--- src/hw/asc_pkg.sv ---
// Function
// Servo measures sample instant difference finely
// Reset or rate change enters fast settling
// Settled fast mode switches to slow refine
// Servo filters jitter with slow loop
// Mute request high during fast settling
// Soft mute ramps output down and up
// System ties mute request to mute input
// Write pointer offset 16 short, 64 long
// Ratio measured, filter lengthened when decimating
// Ratio measurement uses hysteresis
// Master sends ratio; slaves use it
// Bypass passes input data straight through
// Group delay select high means short
// Bypass input is active high
// Device reset is active low
// Chain data input tied low unused
// Mute request drops on entering slow mode
package asc_pkg;
  // Data, pointer, phase, ratio and counter widths
  localparam int DATA_W  = 24;
  localparam int PTR_W   = 7;
  localparam int PHASE_W = 20;
  localparam int RATIO_W = 8;
  localparam int CNT_W   = 16;
  // Write pointer offsets
  localparam logic [PTR_W-1:0] OFFS_SHORT = 7'h10;
  localparam logic [PTR_W-1:0] OFFS_LONG  = 7'h40;
  // Servo loop gains as right shifts
  localparam int FAST_SHIFT = 2;
  localparam int SLOW_SHIFT = 8;
  // Error band counted as settled; only FAST_BAND is checked, in fast mode, SLOW_BAND is unused
  localparam logic [PHASE_W-1:0] FAST_BAND = 20'h00100;
  localparam logic [PHASE_W-1:0] SLOW_BAND = 20'h00001;
  // Consecutive in-band periods needed to leave fast mode
  localparam logic [7:0] SETTLE_CNT = 8'h10;
  // Ratio hysteresis in fractional steps
  localparam logic [CNT_W-1:0] HYST = 16'h0040;
  // Soft mute gain range and step
  localparam int GAIN_W = 10;
  localparam logic [GAIN_W-1:0] GAIN_MAX  = 10'h3FF;
  localparam logic [GAIN_W-1:0] GAIN_STEP = 10'h001;
  // Reset values
  localparam logic [RATIO_W-1:0] RATIO_RST = 8'h10;
  typedef enum logic [1:0] {
    SRV_IDLE,
    SRV_FAST,
    SRV_SLOW
  } asc_servo_type;
endpackage

--- src/hw/asc_mute.sv ---
// Soft mute gain ramp
module asc_mute (
  input  wire logic                       sys_clk,   // System clock
  input  wire logic                       rst,       // Async reset
  input  wire logic                       mute_in,   // Synced mute request
  input  wire logic                       step,      // Ramp step pulse
  output logic [asc_pkg::GAIN_W-1:0]      gain       // Current gain
);
  logic [asc_pkg::GAIN_W-1:0] gain_r;

  // Walk gain one step per sample toward zero or full scale
  always_ff @(posedge sys_clk or posedge rst) begin
    if (rst) begin
      gain_r <= '0;
    end else if (step) begin
      if (mute_in && gain_r != '0) begin
        gain_r <= gain_r - asc_pkg::GAIN_STEP;
      end else if (!mute_in && gain_r != asc_pkg::GAIN_MAX) begin
        gain_r <= gain_r + asc_pkg::GAIN_STEP;
      end
    end
  end

  assign gain = gain_r;
endmodule // asc_mute

--- src/hw/asc_ratio.sv ---
// Measures input samples per output period with hysteresis
module asc_ratio (
  input  wire logic                        sys_clk,     // System clock
  input  wire logic                        rst,         // Async reset
  input  wire logic                        in_tick,     // Input sample pulse
  input  wire logic                        restart,     // Rate change, restart window
  input  wire logic                        out_tick,    // Output sample pulse
  output logic [asc_pkg::RATIO_W-1:0]      ratio_q      // Ratio, 4.4 fixed
);
  logic [asc_pkg::CNT_W-1:0] in_cnt_r;
  logic [asc_pkg::CNT_W-1:0] win_cnt_r;
  logic [asc_pkg::CNT_W-1:0] meas_r;
  logic [7:0]                per_r;
  logic [asc_pkg::CNT_W:0]   rnd;

  // Count input ticks over 256 output periods for eight fractional bits
  always_ff @(posedge sys_clk or posedge rst) begin
    if (rst) begin
      in_cnt_r <= '0;
      per_r    <= '0;
      meas_r   <= '0;
    end else if (restart) begin
      // A mixed-rate window could stick behind the hysteresis band
      in_cnt_r <= '0;
      per_r    <= '0;
    end else begin
      if (out_tick) begin
        per_r <= per_r + 8'h01;
        if (per_r == 8'hFF) begin
          meas_r   <= in_cnt_r + {15'h0, in_tick};
          in_cnt_r <= '0;
        end else begin
          in_cnt_r <= in_cnt_r + {15'h0, in_tick};
        end
      end else begin
        in_cnt_r <= in_cnt_r + {15'h0, in_tick};
      end
    end
  end

  // Only move the held ratio when the measurement leaves a hysteresis band
  always_ff @(posedge sys_clk or posedge rst) begin
    if (rst) begin
      win_cnt_r <= {8'h00, asc_pkg::RATIO_RST} << 4;
    end else if ((meas_r > win_cnt_r + asc_pkg::HYST) ||
                 (meas_r + asc_pkg::HYST < win_cnt_r)) begin
      win_cnt_r <= meas_r;
    end
  end

  // Held value rounded to 4.4 form, saturated
  assign rnd     = {1'b0, win_cnt_r} + 17'h00008;
  assign ratio_q = (rnd[16:12] != 5'h00) ? 8'hFF : rnd[11:4];
endmodule // asc_ratio

--- src/hw/asc_top.sv ---
// Servo, mute, delay, ratio and bypass control of the rate converter
module asc_top (
  input  wire logic                        sys_clk,            // 25 MHz system clock
  input  wire logic                        rst,                // Async reset, high
  input  wire logic                        reset_n,            // Device reset pin, low
  input  wire logic                        fs_in_pin,          // Input sample clock pin
  input  wire logic                        fs_out_pin,         // Output sample clock pin
  input  wire logic                        mute_in,            // Soft mute request pin
  input  wire logic                        group_delay_select, // High short, low long
  input  wire logic                        bypass,             // Bypass pin, high
  input  wire logic                        phase_master,       // Ratio master select
  input  wire logic                        phase_slave,        // Use chain ratio
  input  wire logic                        chain_in,           // Chain serial ratio in
  input  wire logic [asc_pkg::DATA_W-1:0]  in_data,            // Input sample
  input  wire logic                        in_valid,           // Input sample strobe
  output logic [asc_pkg::DATA_W-1:0]       out_data,           // Output sample
  output logic                             out_valid,          // Output strobe
  output logic                             mute_out,           // Settling mute request
  output logic                             chain_out,          // Chain serial ratio out
  output logic [asc_pkg::PTR_W-1:0]        wr_ptr,             // FIFO write pointer
  output logic [asc_pkg::PTR_W-1:0]        rd_ptr,             // FIFO read start
  output logic [asc_pkg::PHASE_W-1:0]      phase_sel,          // Polyphase select
  output logic [asc_pkg::RATIO_W-1:0]      ratio,              // Ratio in use
  output logic [asc_pkg::RATIO_W-1:0]      conv_len,           // Convolution length
  output logic [asc_pkg::GAIN_W-1:0]       gain                // Mute gain
);
  // Pin synchronisers
  logic [1:0] rn_s;
  logic [1:0] fi_s;
  logic [1:0] fo_s;
  logic [1:0] mi_s;
  logic [1:0] gd_s;
  logic [1:0] bp_s;
  logic [1:0] ch_s;
  logic [1:0] pm_s;
  logic [1:0] ps_s;
  logic       fi_d_r;
  logic       fo_d_r;
  logic       in_tick;
  logic       out_tick;
  logic       run;

  always_ff @(posedge sys_clk or posedge rst) begin
    if (rst) begin
      rn_s <= '0;
      fi_s <= '0;
      fo_s <= '0;
      mi_s <= '0;
      gd_s <= '0;
      bp_s <= '0;
      ch_s <= '0;
      pm_s <= '0;
      ps_s <= '0;
    end else begin
      rn_s <= {rn_s[0], reset_n};
      fi_s <= {fi_s[0], fs_in_pin};
      fo_s <= {fo_s[0], fs_out_pin};
      mi_s <= {mi_s[0], mute_in};
      gd_s <= {gd_s[0], group_delay_select};
      bp_s <= {bp_s[0], bypass};
      ch_s <= {ch_s[0], chain_in};
      pm_s <= {pm_s[0], phase_master};
      ps_s <= {ps_s[0], phase_slave};
    end
  end

  // Rising edge detect on synced sample clocks
  always_ff @(posedge sys_clk or posedge rst) begin
    if (rst) begin
      fi_d_r <= 1'b0;
      fo_d_r <= 1'b0;
    end else begin
      fi_d_r <= fi_s[1];
      fo_d_r <= fo_s[1];
    end
  end

  assign in_tick  = fi_s[1] & ~fi_d_r;
  assign out_tick = fo_s[1] & ~fo_d_r;
  assign run      = rn_s[1];

  // Period measurement on both sample clocks
  logic [asc_pkg::CNT_W-1:0] in_per_cnt_r;
  logic [asc_pkg::CNT_W-1:0] out_per_cnt_r;
  logic [asc_pkg::CNT_W-1:0] in_per_r;
  logic [asc_pkg::CNT_W-1:0] out_per_r;
  logic                      rate_chg_r;

  always_ff @(posedge sys_clk or posedge rst) begin
    if (rst) begin
      in_per_cnt_r  <= '0;
      out_per_cnt_r <= '0;
      in_per_r      <= '0;
      out_per_r     <= '0;
      rate_chg_r    <= 1'b0;
    end else begin
      in_per_cnt_r  <= in_tick ? '0 : in_per_cnt_r + 16'h0001;
      out_per_cnt_r <= out_tick ? '0 : out_per_cnt_r + 16'h0001;
      rate_chg_r    <= 1'b0;
      if (in_tick) begin
        in_per_r <= in_per_cnt_r;
        // A jump of more than 1/8 period counts as a new rate
        if ((in_per_cnt_r > in_per_r + (in_per_r >> 3)) ||
            (in_per_cnt_r + (in_per_r >> 3) < in_per_r)) begin
          rate_chg_r <= 1'b1;
        end
      end
      if (out_tick) begin
        out_per_r <= out_per_cnt_r;
        if ((out_per_cnt_r > out_per_r + (out_per_r >> 3)) ||
            (out_per_cnt_r + (out_per_r >> 3) < out_per_r)) begin
          rate_chg_r <= 1'b1;
        end
      end
    end
  end

  // Phase ramp advanced by input samples, sampled at every sixteenth output instant
  logic [asc_pkg::PHASE_W-1:0] ramp_r;
  logic [asc_pkg::PHASE_W-1:0] est_r;
  logic [asc_pkg::PHASE_W-1:0] err;
  logic [asc_pkg::PHASE_W-1:0] err_abs;
  logic [asc_pkg::PHASE_W-1:0] corr;
  logic [7:0]                  settle_r;
  asc_pkg::asc_servo_type      state_r;

  always_ff @(posedge sys_clk or posedge rst) begin
    if (rst) begin
      ramp_r <= '0;
    end else if (in_tick) begin
      ramp_r <= ramp_r + 20'h01000;
    end else if (in_per_r != '0) begin
      ramp_r <= ramp_r + 20'h00001;
    end
  end

  // Ramp advance over sixteen output periods averages out tick quantisation
  logic [3:0]                  win_r;
  logic [asc_pkg::PHASE_W-1:0] ramp_at_r;
  logic                        upd;

  assign upd = out_tick & (win_r == 4'hF);

  always_ff @(posedge sys_clk or posedge rst) begin
    if (rst) begin
      win_r     <= '0;
      ramp_at_r <= '0;
    end else if (out_tick) begin
      win_r <= win_r + 4'h1;
      if (win_r == 4'hF) begin
        ramp_at_r <= ramp_r;
      end
    end
  end

  // Error between measured advance and estimate, fine-grained phase units
  assign err     = (ramp_r - ramp_at_r) - est_r;
  assign err_abs = err[asc_pkg::PHASE_W-1] ? (~err + 20'h00001) : err;
  // Gain set by mode; low slow gain gives the sub-hertz jitter filter
  assign corr    = (state_r == asc_pkg::SRV_FAST) ?
                   {{asc_pkg::FAST_SHIFT{err[19]}}, err[19:asc_pkg::FAST_SHIFT]} :
                   {{asc_pkg::SLOW_SHIFT{err[19]}}, err[19:asc_pkg::SLOW_SHIFT]};

  // Servo estimate update once per sixteen output samples
  always_ff @(posedge sys_clk or posedge rst) begin
    if (rst) begin
      est_r <= '0;
    end else if (!run) begin
      est_r <= '0;
    end else if (upd) begin
      est_r <= est_r + corr;
    end
  end

  // Settling mode sequencer
  always_ff @(posedge sys_clk or posedge rst) begin
    if (rst) begin
      state_r  <= asc_pkg::SRV_IDLE;
      settle_r <= '0;
    end else if (!run) begin
      state_r  <= asc_pkg::SRV_IDLE;
      settle_r <= '0;
    end else begin
      case (state_r)
        asc_pkg::SRV_IDLE: begin
          state_r  <= asc_pkg::SRV_FAST;
          settle_r <= '0;
        end
        asc_pkg::SRV_FAST: begin
          if (upd) begin
            if (err_abs > asc_pkg::FAST_BAND) begin
              settle_r <= '0;
            end else if (settle_r == asc_pkg::SETTLE_CNT) begin
              state_r  <= asc_pkg::SRV_SLOW;
            end else begin
              settle_r <= settle_r + 8'h01;
            end
          end
        end
        asc_pkg::SRV_SLOW: begin
          settle_r <= '0;
          if (rate_chg_r) begin
            state_r <= asc_pkg::SRV_FAST;
          end
        end
        default: begin
          state_r <= asc_pkg::SRV_IDLE;
        end
      endcase
    end
  end

  // Mute request follows fast settling; idle also mutes
  assign mute_out = (state_r != asc_pkg::SRV_SLOW);
  // Fine phase chooses polyphase coefficient set
  always_ff @(posedge sys_clk or posedge rst) begin
    if (rst) begin
      phase_sel <= '0;
    end else if (out_tick) begin
      phase_sel <= est_r;
    end
  end

  // Write pointer with group delay offset, read start follows servo
  logic [asc_pkg::PTR_W-1:0] wcnt_r;

  always_ff @(posedge sys_clk or posedge rst) begin
    if (rst) begin
      wcnt_r <= '0;
      wr_ptr <= '0;
    end else begin
      if (in_tick) begin
        wcnt_r <= wcnt_r + 7'h01;
      end
      wr_ptr <= wcnt_r + (gd_s[1] ? asc_pkg::OFFS_SHORT : asc_pkg::OFFS_LONG);
    end
  end

  always_ff @(posedge sys_clk or posedge rst) begin
    if (rst) begin
      rd_ptr <= '0;
    end else if (out_tick) begin
      rd_ptr <= est_r[18:12];
    end
  end

  // Ratio measurement, shared over chain
  logic [asc_pkg::RATIO_W-1:0] local_ratio;
  logic [asc_pkg::RATIO_W-1:0] tx_sh_r;
  logic [asc_pkg::RATIO_W-1:0] rx_sh_r;
  logic [asc_pkg::RATIO_W-1:0] rx_ratio_r;
  logic [2:0]                  bit_r;

  asc_ratio u_ratio (
    .sys_clk  (sys_clk),
    .rst      (rst),
    .in_tick  (in_tick),
    .restart  (rate_chg_r),
    .out_tick (out_tick),
    .ratio_q  (local_ratio)
  );

  // Serial ratio frame, one bit per output sample, MSB first
  always_ff @(posedge sys_clk or posedge rst) begin
    if (rst) begin
      bit_r      <= '0;
      tx_sh_r    <= '0;
      rx_sh_r    <= '0;
      rx_ratio_r <= asc_pkg::RATIO_RST;
      chain_out  <= 1'b0;
    end else if (out_tick) begin
      bit_r   <= bit_r + 3'h1;
      rx_sh_r <= {rx_sh_r[6:0], ch_s[1]};
      if (bit_r == 3'h7) begin
        tx_sh_r    <= local_ratio;
        rx_ratio_r <= {rx_sh_r[6:0], ch_s[1]};
      end else begin
        tx_sh_r <= {tx_sh_r[6:0], 1'b0};
      end
      chain_out <= pm_s[1] & tx_sh_r[7];
    end else if (!pm_s[1]) begin
      chain_out <= 1'b0;
    end
  end

  // Slaves adopt the master ratio
  always_ff @(posedge sys_clk or posedge rst) begin
    if (rst) begin
      ratio    <= asc_pkg::RATIO_RST;
      conv_len <= asc_pkg::RATIO_RST;
    end else begin
      ratio    <= ps_s[1] ? rx_ratio_r : local_ratio;
      // Lengthen convolution only when decimating (ratio above 1.0)
      conv_len <= (ratio > asc_pkg::RATIO_RST) ? ratio : asc_pkg::RATIO_RST;
    end
  end

  // Soft mute ramp
  asc_mute u_mute (
    .sys_clk (sys_clk),
    .rst     (rst),
    .mute_in (mi_s[1]),
    .step    (out_tick),
    .gain    (gain)
  );

  // Data path: bypass passes input unscaled, else gain-scaled
  logic [asc_pkg::DATA_W+asc_pkg::GAIN_W-1:0] prod;
  assign prod = $signed(in_data) * $signed({1'b0, gain});

  always_ff @(posedge sys_clk or posedge rst) begin
    if (rst) begin
      out_data  <= '0;
      out_valid <= 1'b0;
    end else begin
      out_valid <= in_valid;
      if (bp_s[1]) begin
        out_data <= in_data;
      end else if (in_valid) begin
        out_data <= prod[asc_pkg::DATA_W+asc_pkg::GAIN_W-1:asc_pkg::GAIN_W];
      end
    end
  end
endmodule // asc_top

--- config.mk ---
export PLATFORM = sky130hd
export DESIGN_NAME = asc_top
export DESIGN_NICKNAME = d
export VERILOG_FILES = /design/src/hw/asc_pkg.sv /design/src/hw/asc_mute.sv /design/src/hw/asc_ratio.sv /design/src/hw/asc_top.sv
export SDC_FILE = /design/constraint.sdc
export NUM_CORES = 2
export LEC_CHECK = 0
export BUFFER_PORTS_ARGS = -buffer_cell sky130_fd_sc_hd__buf_2
export CAP_MARGIN = 15
export CORE_MARGIN = 3
export CORE_UTILIZATION = 56
export CTS_CLUSTER_DIAMETER = 100
export CTS_CLUSTER_SIZE = 8
export DETAILED_ROUTE_END_ITERATION = 8
export PLACE_DENSITY_LB_ADDON = 0.25
export SLEW_MARGIN = 0
export SYNTH_ARGS = -nofsm -noshare
export SYNTH_HDL_FRONTEND = slang
export SYNTH_SLANG_ARGS = --single-unit
--- constraint.sdc ---
create_clock -name sys_clk -period 11.48 [get_ports sys_clk]
set_input_delay 0.574 -clock sys_clk [delete_from_list [all_inputs] [get_ports sys_clk]]
set_output_delay 0.574 -clock sys_clk [all_outputs]
set_load 0.005 [all_outputs]
==> flow_summary.html <==
<table>
<tr><th>Metric</th><th>Value</th></tr>
<tr><th colspan="2">Status</th></tr>
<tr><td>Outcome</td><td>complete, no violations</td></tr>
<tr><th colspan="2">Timing</th></tr>
<tr><td>Setup repair after global routing missed its margin</td><td>no</td></tr>
<tr><td>Fmax</td><td>134 MHz</td></tr>
<tr><td>Number of slew-limit violations in the final report</td><td>0</td></tr>
<tr><td>Final clock skew</td><td>21.6 ps</td></tr>
<tr><td>Ratio of final minimum period to clock period</td><td>0.649</td></tr>
<tr><td>Total count of hold-check failures in the final report</td><td>0</td></tr>
<tr><td>Final Setup Violations</td><td>0</td></tr>
<tr><td>Actual transition at the worst max-transition pin</td><td>1020 ps</td></tr>
<tr><td>Final setup TNS</td><td>0 ps</td></tr>
<tr><td>Relative slew margins</td><td>0.320</td></tr>
<tr><td>Tmin final</td><td>7450 ps</td></tr>
<tr><th colspan="2">Critical path</th></tr>
<tr><td>Largest delay contributor family on the critical path</td><td>compound AO/OA/AOI/OAI gates</td></tr>
<tr><td>Setup crit start kind</td><td>register</td></tr>
<tr><td>Buffers and inverters on the worst path</td><td>4</td></tr>
<tr><td>Startpoint of the worst register-to-register path</td><td>u_mute.gain[4]$_DFFE_PP0P_</td></tr>
<tr><td>Critical Path AT</td><td>7940 ps</td></tr>
<tr><td>Worst reg2reg path depth</td><td>24</td></tr>
<tr><td>Worst R2R Setup Slack</td><td>4030 ps</td></tr>
<tr><td>CP endpoint kind</td><td>register</td></tr>
<tr><td>Slowest cell on the critical path</td><td>sky130_fd_sc_hd__a211oi_1</td></tr>
<tr><td>Type of the setup path with the least slack</td><td>reg2reg</td></tr>
<tr><td>Cell occurring most often along the worst timing path</td><td>sky130_fd_sc_hd__fa_1</td></tr>
<tr><td>Critical Path Fanout Max</td><td>21</td></tr>
<tr><td>Maximum single-stage delay on the critical path</td><td>740 ps</td></tr>
<tr><td>Cells along the critical path</td><td>buf_4 -&gt; nand2_1 -&gt; fa_1 -&gt; inv_1 -&gt; ha_1 -&gt; inv_1 -&gt; fa_1 -&gt; fa_1 -&gt; fa_1 -&gt; inv_1 -&gt; ha_1 -&gt; a2111oi_0 -&gt; o31ai_1 -&gt; a221oi_1 -&gt; o21ai_1 -&gt; nand4_1 -&gt; a31oi_1 -&gt; a211oi_1 -&gt; o31ai_1 -&gt; a31o_2 -&gt; a21oi_1 -&gt; xnor2_1 -&gt; mux2i_1 -&gt; o21ai_0</td></tr>
<tr><td>RR Endpoint</td><td>out_data[22]$_DFFE_PP0P_</td></tr>
<tr><td>Required time of the worst setup path</td><td>11980 ps</td></tr>
<tr><th colspan="2">Detailed routing</th></tr>
<tr><td>Number of optimization iterations in the first detailed-route pass</td><td>5</td></tr>
<tr><td>WL/cell</td><td>16.9 um</td></tr>
<tr><td>Vias after detailed routing</td><td>21700</td></tr>
<tr><td>Via/cell ratio</td><td>5.65</td></tr>
<tr><td>Remaining number of nets flagged by the antenna check after routing</td><td>0</td></tr>
<tr><td>Iteration-0 DRC Markers</td><td>1130</td></tr>
<tr><td>Residual DRC</td><td>0</td></tr>
<tr><td>Routed Wire Length</td><td>64.9 mm</td></tr>
<tr><th colspan="2">Placed design</th></tr>
<tr><td>Total half-perimeter wirelength after legalization and detailed placement</td><td>48.5 mm</td></tr>
<tr><td>Gp weighted congestion</td><td>0.874</td></tr>
<tr><td>Input/output buffers</td><td>122</td></tr>
<tr><th colspan="2">CTS</th></tr>
<tr><td>Number of hold buffers added after CTS</td><td>0</td></tr>
<tr><td>Clock sink count</td><td>327</td></tr>
<tr><td>Deepest level of the CTS H-tree</td><td>2</td></tr>
<tr><td>Resize count post-CTS</td><td>0</td></tr>
<tr><td>TritonCTS clock tree</td><td>yes</td></tr>
<tr><td>Inserted Clock Buffers</td><td>47</td></tr>
<tr><td>Clock-pin transition on the worst setup and hold timing paths</td><td>50 ps</td></tr>
<tr><td>Number of buffers inserted to repair setup after CTS</td><td>0</td></tr>
<tr><td>Insertion delay of the later-clocked pin in the worst-skew pair</td><td>580 ps</td></tr>
<tr><td>CTS max path bufs</td><td>3</td></tr>
<tr><td>CTS Root Cell</td><td>sky130_fd_sc_hd__clkbuf_16</td></tr>
<tr><th colspan="2">Logic synthesis</th></tr>
<tr><td>Fraction of registers with async set or reset after synthesis</td><td>1.00</td></tr>
<tr><td>Cell type with the highest aggregate area in the netlist</td><td>sky130_fd_sc_hd__dfrtp_1</td></tr>
<tr><td>Sequential-to-total area share from yosys stat</td><td>0.286</td></tr>
<tr><td>Post-Syn Area</td><td>28600 um2</td></tr>
<tr><td>Number of distinct library cells after synthesis</td><td>75</td></tr>
<tr><td>Post-synthesis sequential element count</td><td>327</td></tr>
<tr><td>Simple-Gate Fraction of Synth Area</td><td>0.158</td></tr>
<tr><td>Mapped Avg Cell Area</td><td>9.27 um2</td></tr>
<tr><td>Synth cell count leaders</td><td>sky130_fd_sc_hd__nand2_1, sky130_fd_sc_hd__inv_1, sky130_fd_sc_hd__dfrtp_1</td></tr>
<tr><td>Net Count, Synth</td><td>3632</td></tr>
<tr><td>Largest family of logic cells by synthesized area</td><td>adder cells</td></tr>
<tr><td>Synthesized instance count</td><td>3088</td></tr>
<tr><td>Total of warnings raised by yosys</td><td>0</td></tr>
<tr><td>Area share of the leading cell type in the synthesized netlist</td><td>0.282</td></tr>
<tr><td>Fraction of synthesized area in multiplexers</td><td>0.0267</td></tr>
<tr><td>EDFF count, synth</td><td>0</td></tr>
<tr><td>Adder-Cell Fraction of Synth Area</td><td>0.282</td></tr>
<tr><td>Area fraction in compound gates after synthesis</td><td>0.115</td></tr>
<tr><td>Xor-xnor portion of the synthesized cell area</td><td>0.0673</td></tr>
<tr><td>Cell with the most instances after synthesis</td><td>sky130_fd_sc_hd__nand2_1</td></tr>
<tr><td>Largest cells by area after synthesis</td><td>sky130_fd_sc_hd__dfrtp_1, sky130_fd_sc_hd__fa_1, sky130_fd_sc_hd__ha_1</td></tr>
<tr><td>Flip-flop cell with the highest count after synthesis</td><td>sky130_fd_sc_hd__dfrtp_1</td></tr>
<tr><th colspan="2">GRT</th></tr>
<tr><td>Number of antenna violations at the first check in global routing</td><td>0</td></tr>
<tr><td>First-pass GRT wire length</td><td>110 mm</td></tr>
<tr><td>Via count of the first global-routing pass</td><td>22700</td></tr>
<tr><td>Pin count of the biggest net entering global routing</td><td>144</td></tr>
<tr><td>Total congestion overflow after global routing</td><td>0</td></tr>
<tr><td>Total GRT Usage</td><td>0.248</td></tr>
<tr><th colspan="2">Die</th></tr>
<tr><td>I/O pin total</td><td>123</td></tr>
<tr><td>Core region area</td><td>50300 um2</td></tr>
<tr><td>Die Width</td><td>232 um</td></tr>
<tr><td>Die area</td><td>53800 um2</td></tr>
<tr><td>Height of the chip</td><td>232 um</td></tr>
<tr><td>Starting density of the core</td><td>0.569</td></tr>
<tr><td>Number of placement rows</td><td>82</td></tr>
<tr><th colspan="2">Job</th></tr>
<tr><td>Max-cap violations</td><td>0</td></tr>
<tr><th colspan="2">Final layout</th></tr>
<tr><td>Post-layout net count</td><td>3696</td></tr>
<tr><td>Antenna diode instance count</td><td>0</td></tr>
<tr><td>Relative area change from synthesis to final layout</td><td>8.49%</td></tr>
<tr><td>Share of cells above drive strength 1</td><td>0.0836</td></tr>
<tr><th colspan="2">Min path</th></tr>
<tr><td>HP Class</td><td>in2reg</td></tr>
<tr><td>WHS Path Cells</td><td>1</td></tr>
<tr><td>Sink of the worst hold path</td><td>bp_s[0]$_DFF_PP0_</td></tr>
<tr><td>Hold Startpoint</td><td>bypass</td></tr>
</table>
[sequential cells by signal, summed over array words and instances, names as in the netlist, 10 cells and up]
signal and flops:
est_r 20, in_per_cnt_r 16, in_per_r 16, out_data 24
out_per_cnt_r 16, out_per_r 16, phase_sel 20, ramp_at_r 20
ramp_r 20, u_mute.gain 10, u_ratio.in_cnt_r 16, u_ratio.meas_r 16
u_ratio.win_cnt_r 16
[logic make-up (layout without fill, tap and decap cells)]
kind of cell	count (synthesis)	in the layout
AOI/OAI and AO/OA	544	544
buffers and inverters	476	559
DFF	327	327
muxes	71	71
and+or+nand+nor	942	942
adders and majority gates	508	508
xor gates and xnor gates	220	220
[how the worst max path moves through the flow]
stage | startpoint | end | slack, ps | cells past startpoint
after floorplan | rst | bit_r[0]$_DFFE_PP0P_ | 1860 | 1
after global placement | in_data[4] | out_data[17]$_DFFE_PP0P_ | 4300 | 22
after detailed placement | in_data[3] | out_data[22]$_DFFE_PP0P_ | 3960 | 22
after CTS | u_mute.gain[4]$_DFFE_PP0P_ | out_data[22]$_DFFE_PP0P_ | 4080 | 24
after global routing | u_mute.gain[4]$_DFFE_PP0P_ | out_data[22]$_DFFE_PP0P_ | 3610 | 24
final | u_mute.gain[4]$_DFFE_PP0P_ | out_data[22]$_DFFE_PP0P_ | 4030 | 24
[area by class of cell]
| class | instances | area (um2) |
|---|---|---|
| clock inverter | 4 | 63.8 |
| sequential | 327 | 8190 |
| timing repair buffer | 139 | 736 |
| fill | 4246 | 19200 |
| tap | 672 | 841 |
| clock buffer | 64 | 1250 |
| inverter | 352 | 1330 |
| multi-input combinational | 2285 | 18600 |
[placed cells by master (no fill, tap or decap), types with 123 or more instances in the layout]
cell type,n
sky130_fd_sc_hd__nor2_1,129
sky130_fd_sc_hd__xnor2_1,145
sky130_fd_sc_hd__inv_1,349
sky130_fd_sc_hd__buf_2,123
sky130_fd_sc_hd__and2_1,131
sky130_fd_sc_hd__ha_1,278
sky130_fd_sc_hd__nand2_1,393
sky130_fd_sc_hd__dfrtp_1,323
sky130_fd_sc_hd__fa_1,230
sky130_fd_sc_hd__o21ai_0,171
sky130_fd_sc_hd__a21oi_1,176
[stage by stage]
step | hold WS (ps) | setup WS [ps] | std cells | cell area (um2) | utilization
after floorplan | 331 | 1860 | 3088 | 28600 | -
after global placement | 335 | 4300 | 3774 | 29700 | 0.591
after detailed placement | 339 | 3960 | 3774 | 29700 | 0.591
after CTS | 67.1 | 4080 | 3842 | 31000 | 0.617
after global routing | 86.0 | 3610 | 3843 | 31000 | 0.617
final | 104 | 4030 | 3843 | 31000 | 0.617
[layer usage]
layer | share of wire | global-route usage | vias to the layer above
li1 | - | - | 10300
met3 | 0.038 | 0.0276 | 131
met4 | 0.029 | 0.0798 | 0
met2 | 0.50 | 0.432 | 484
met1 | 0.43 | 0.324 | 10800
met5 | 0 | 0 | -
Power is not shown: default switching activity piles up to over one toggle a cycle in this logic, so the estimate is an artifact.
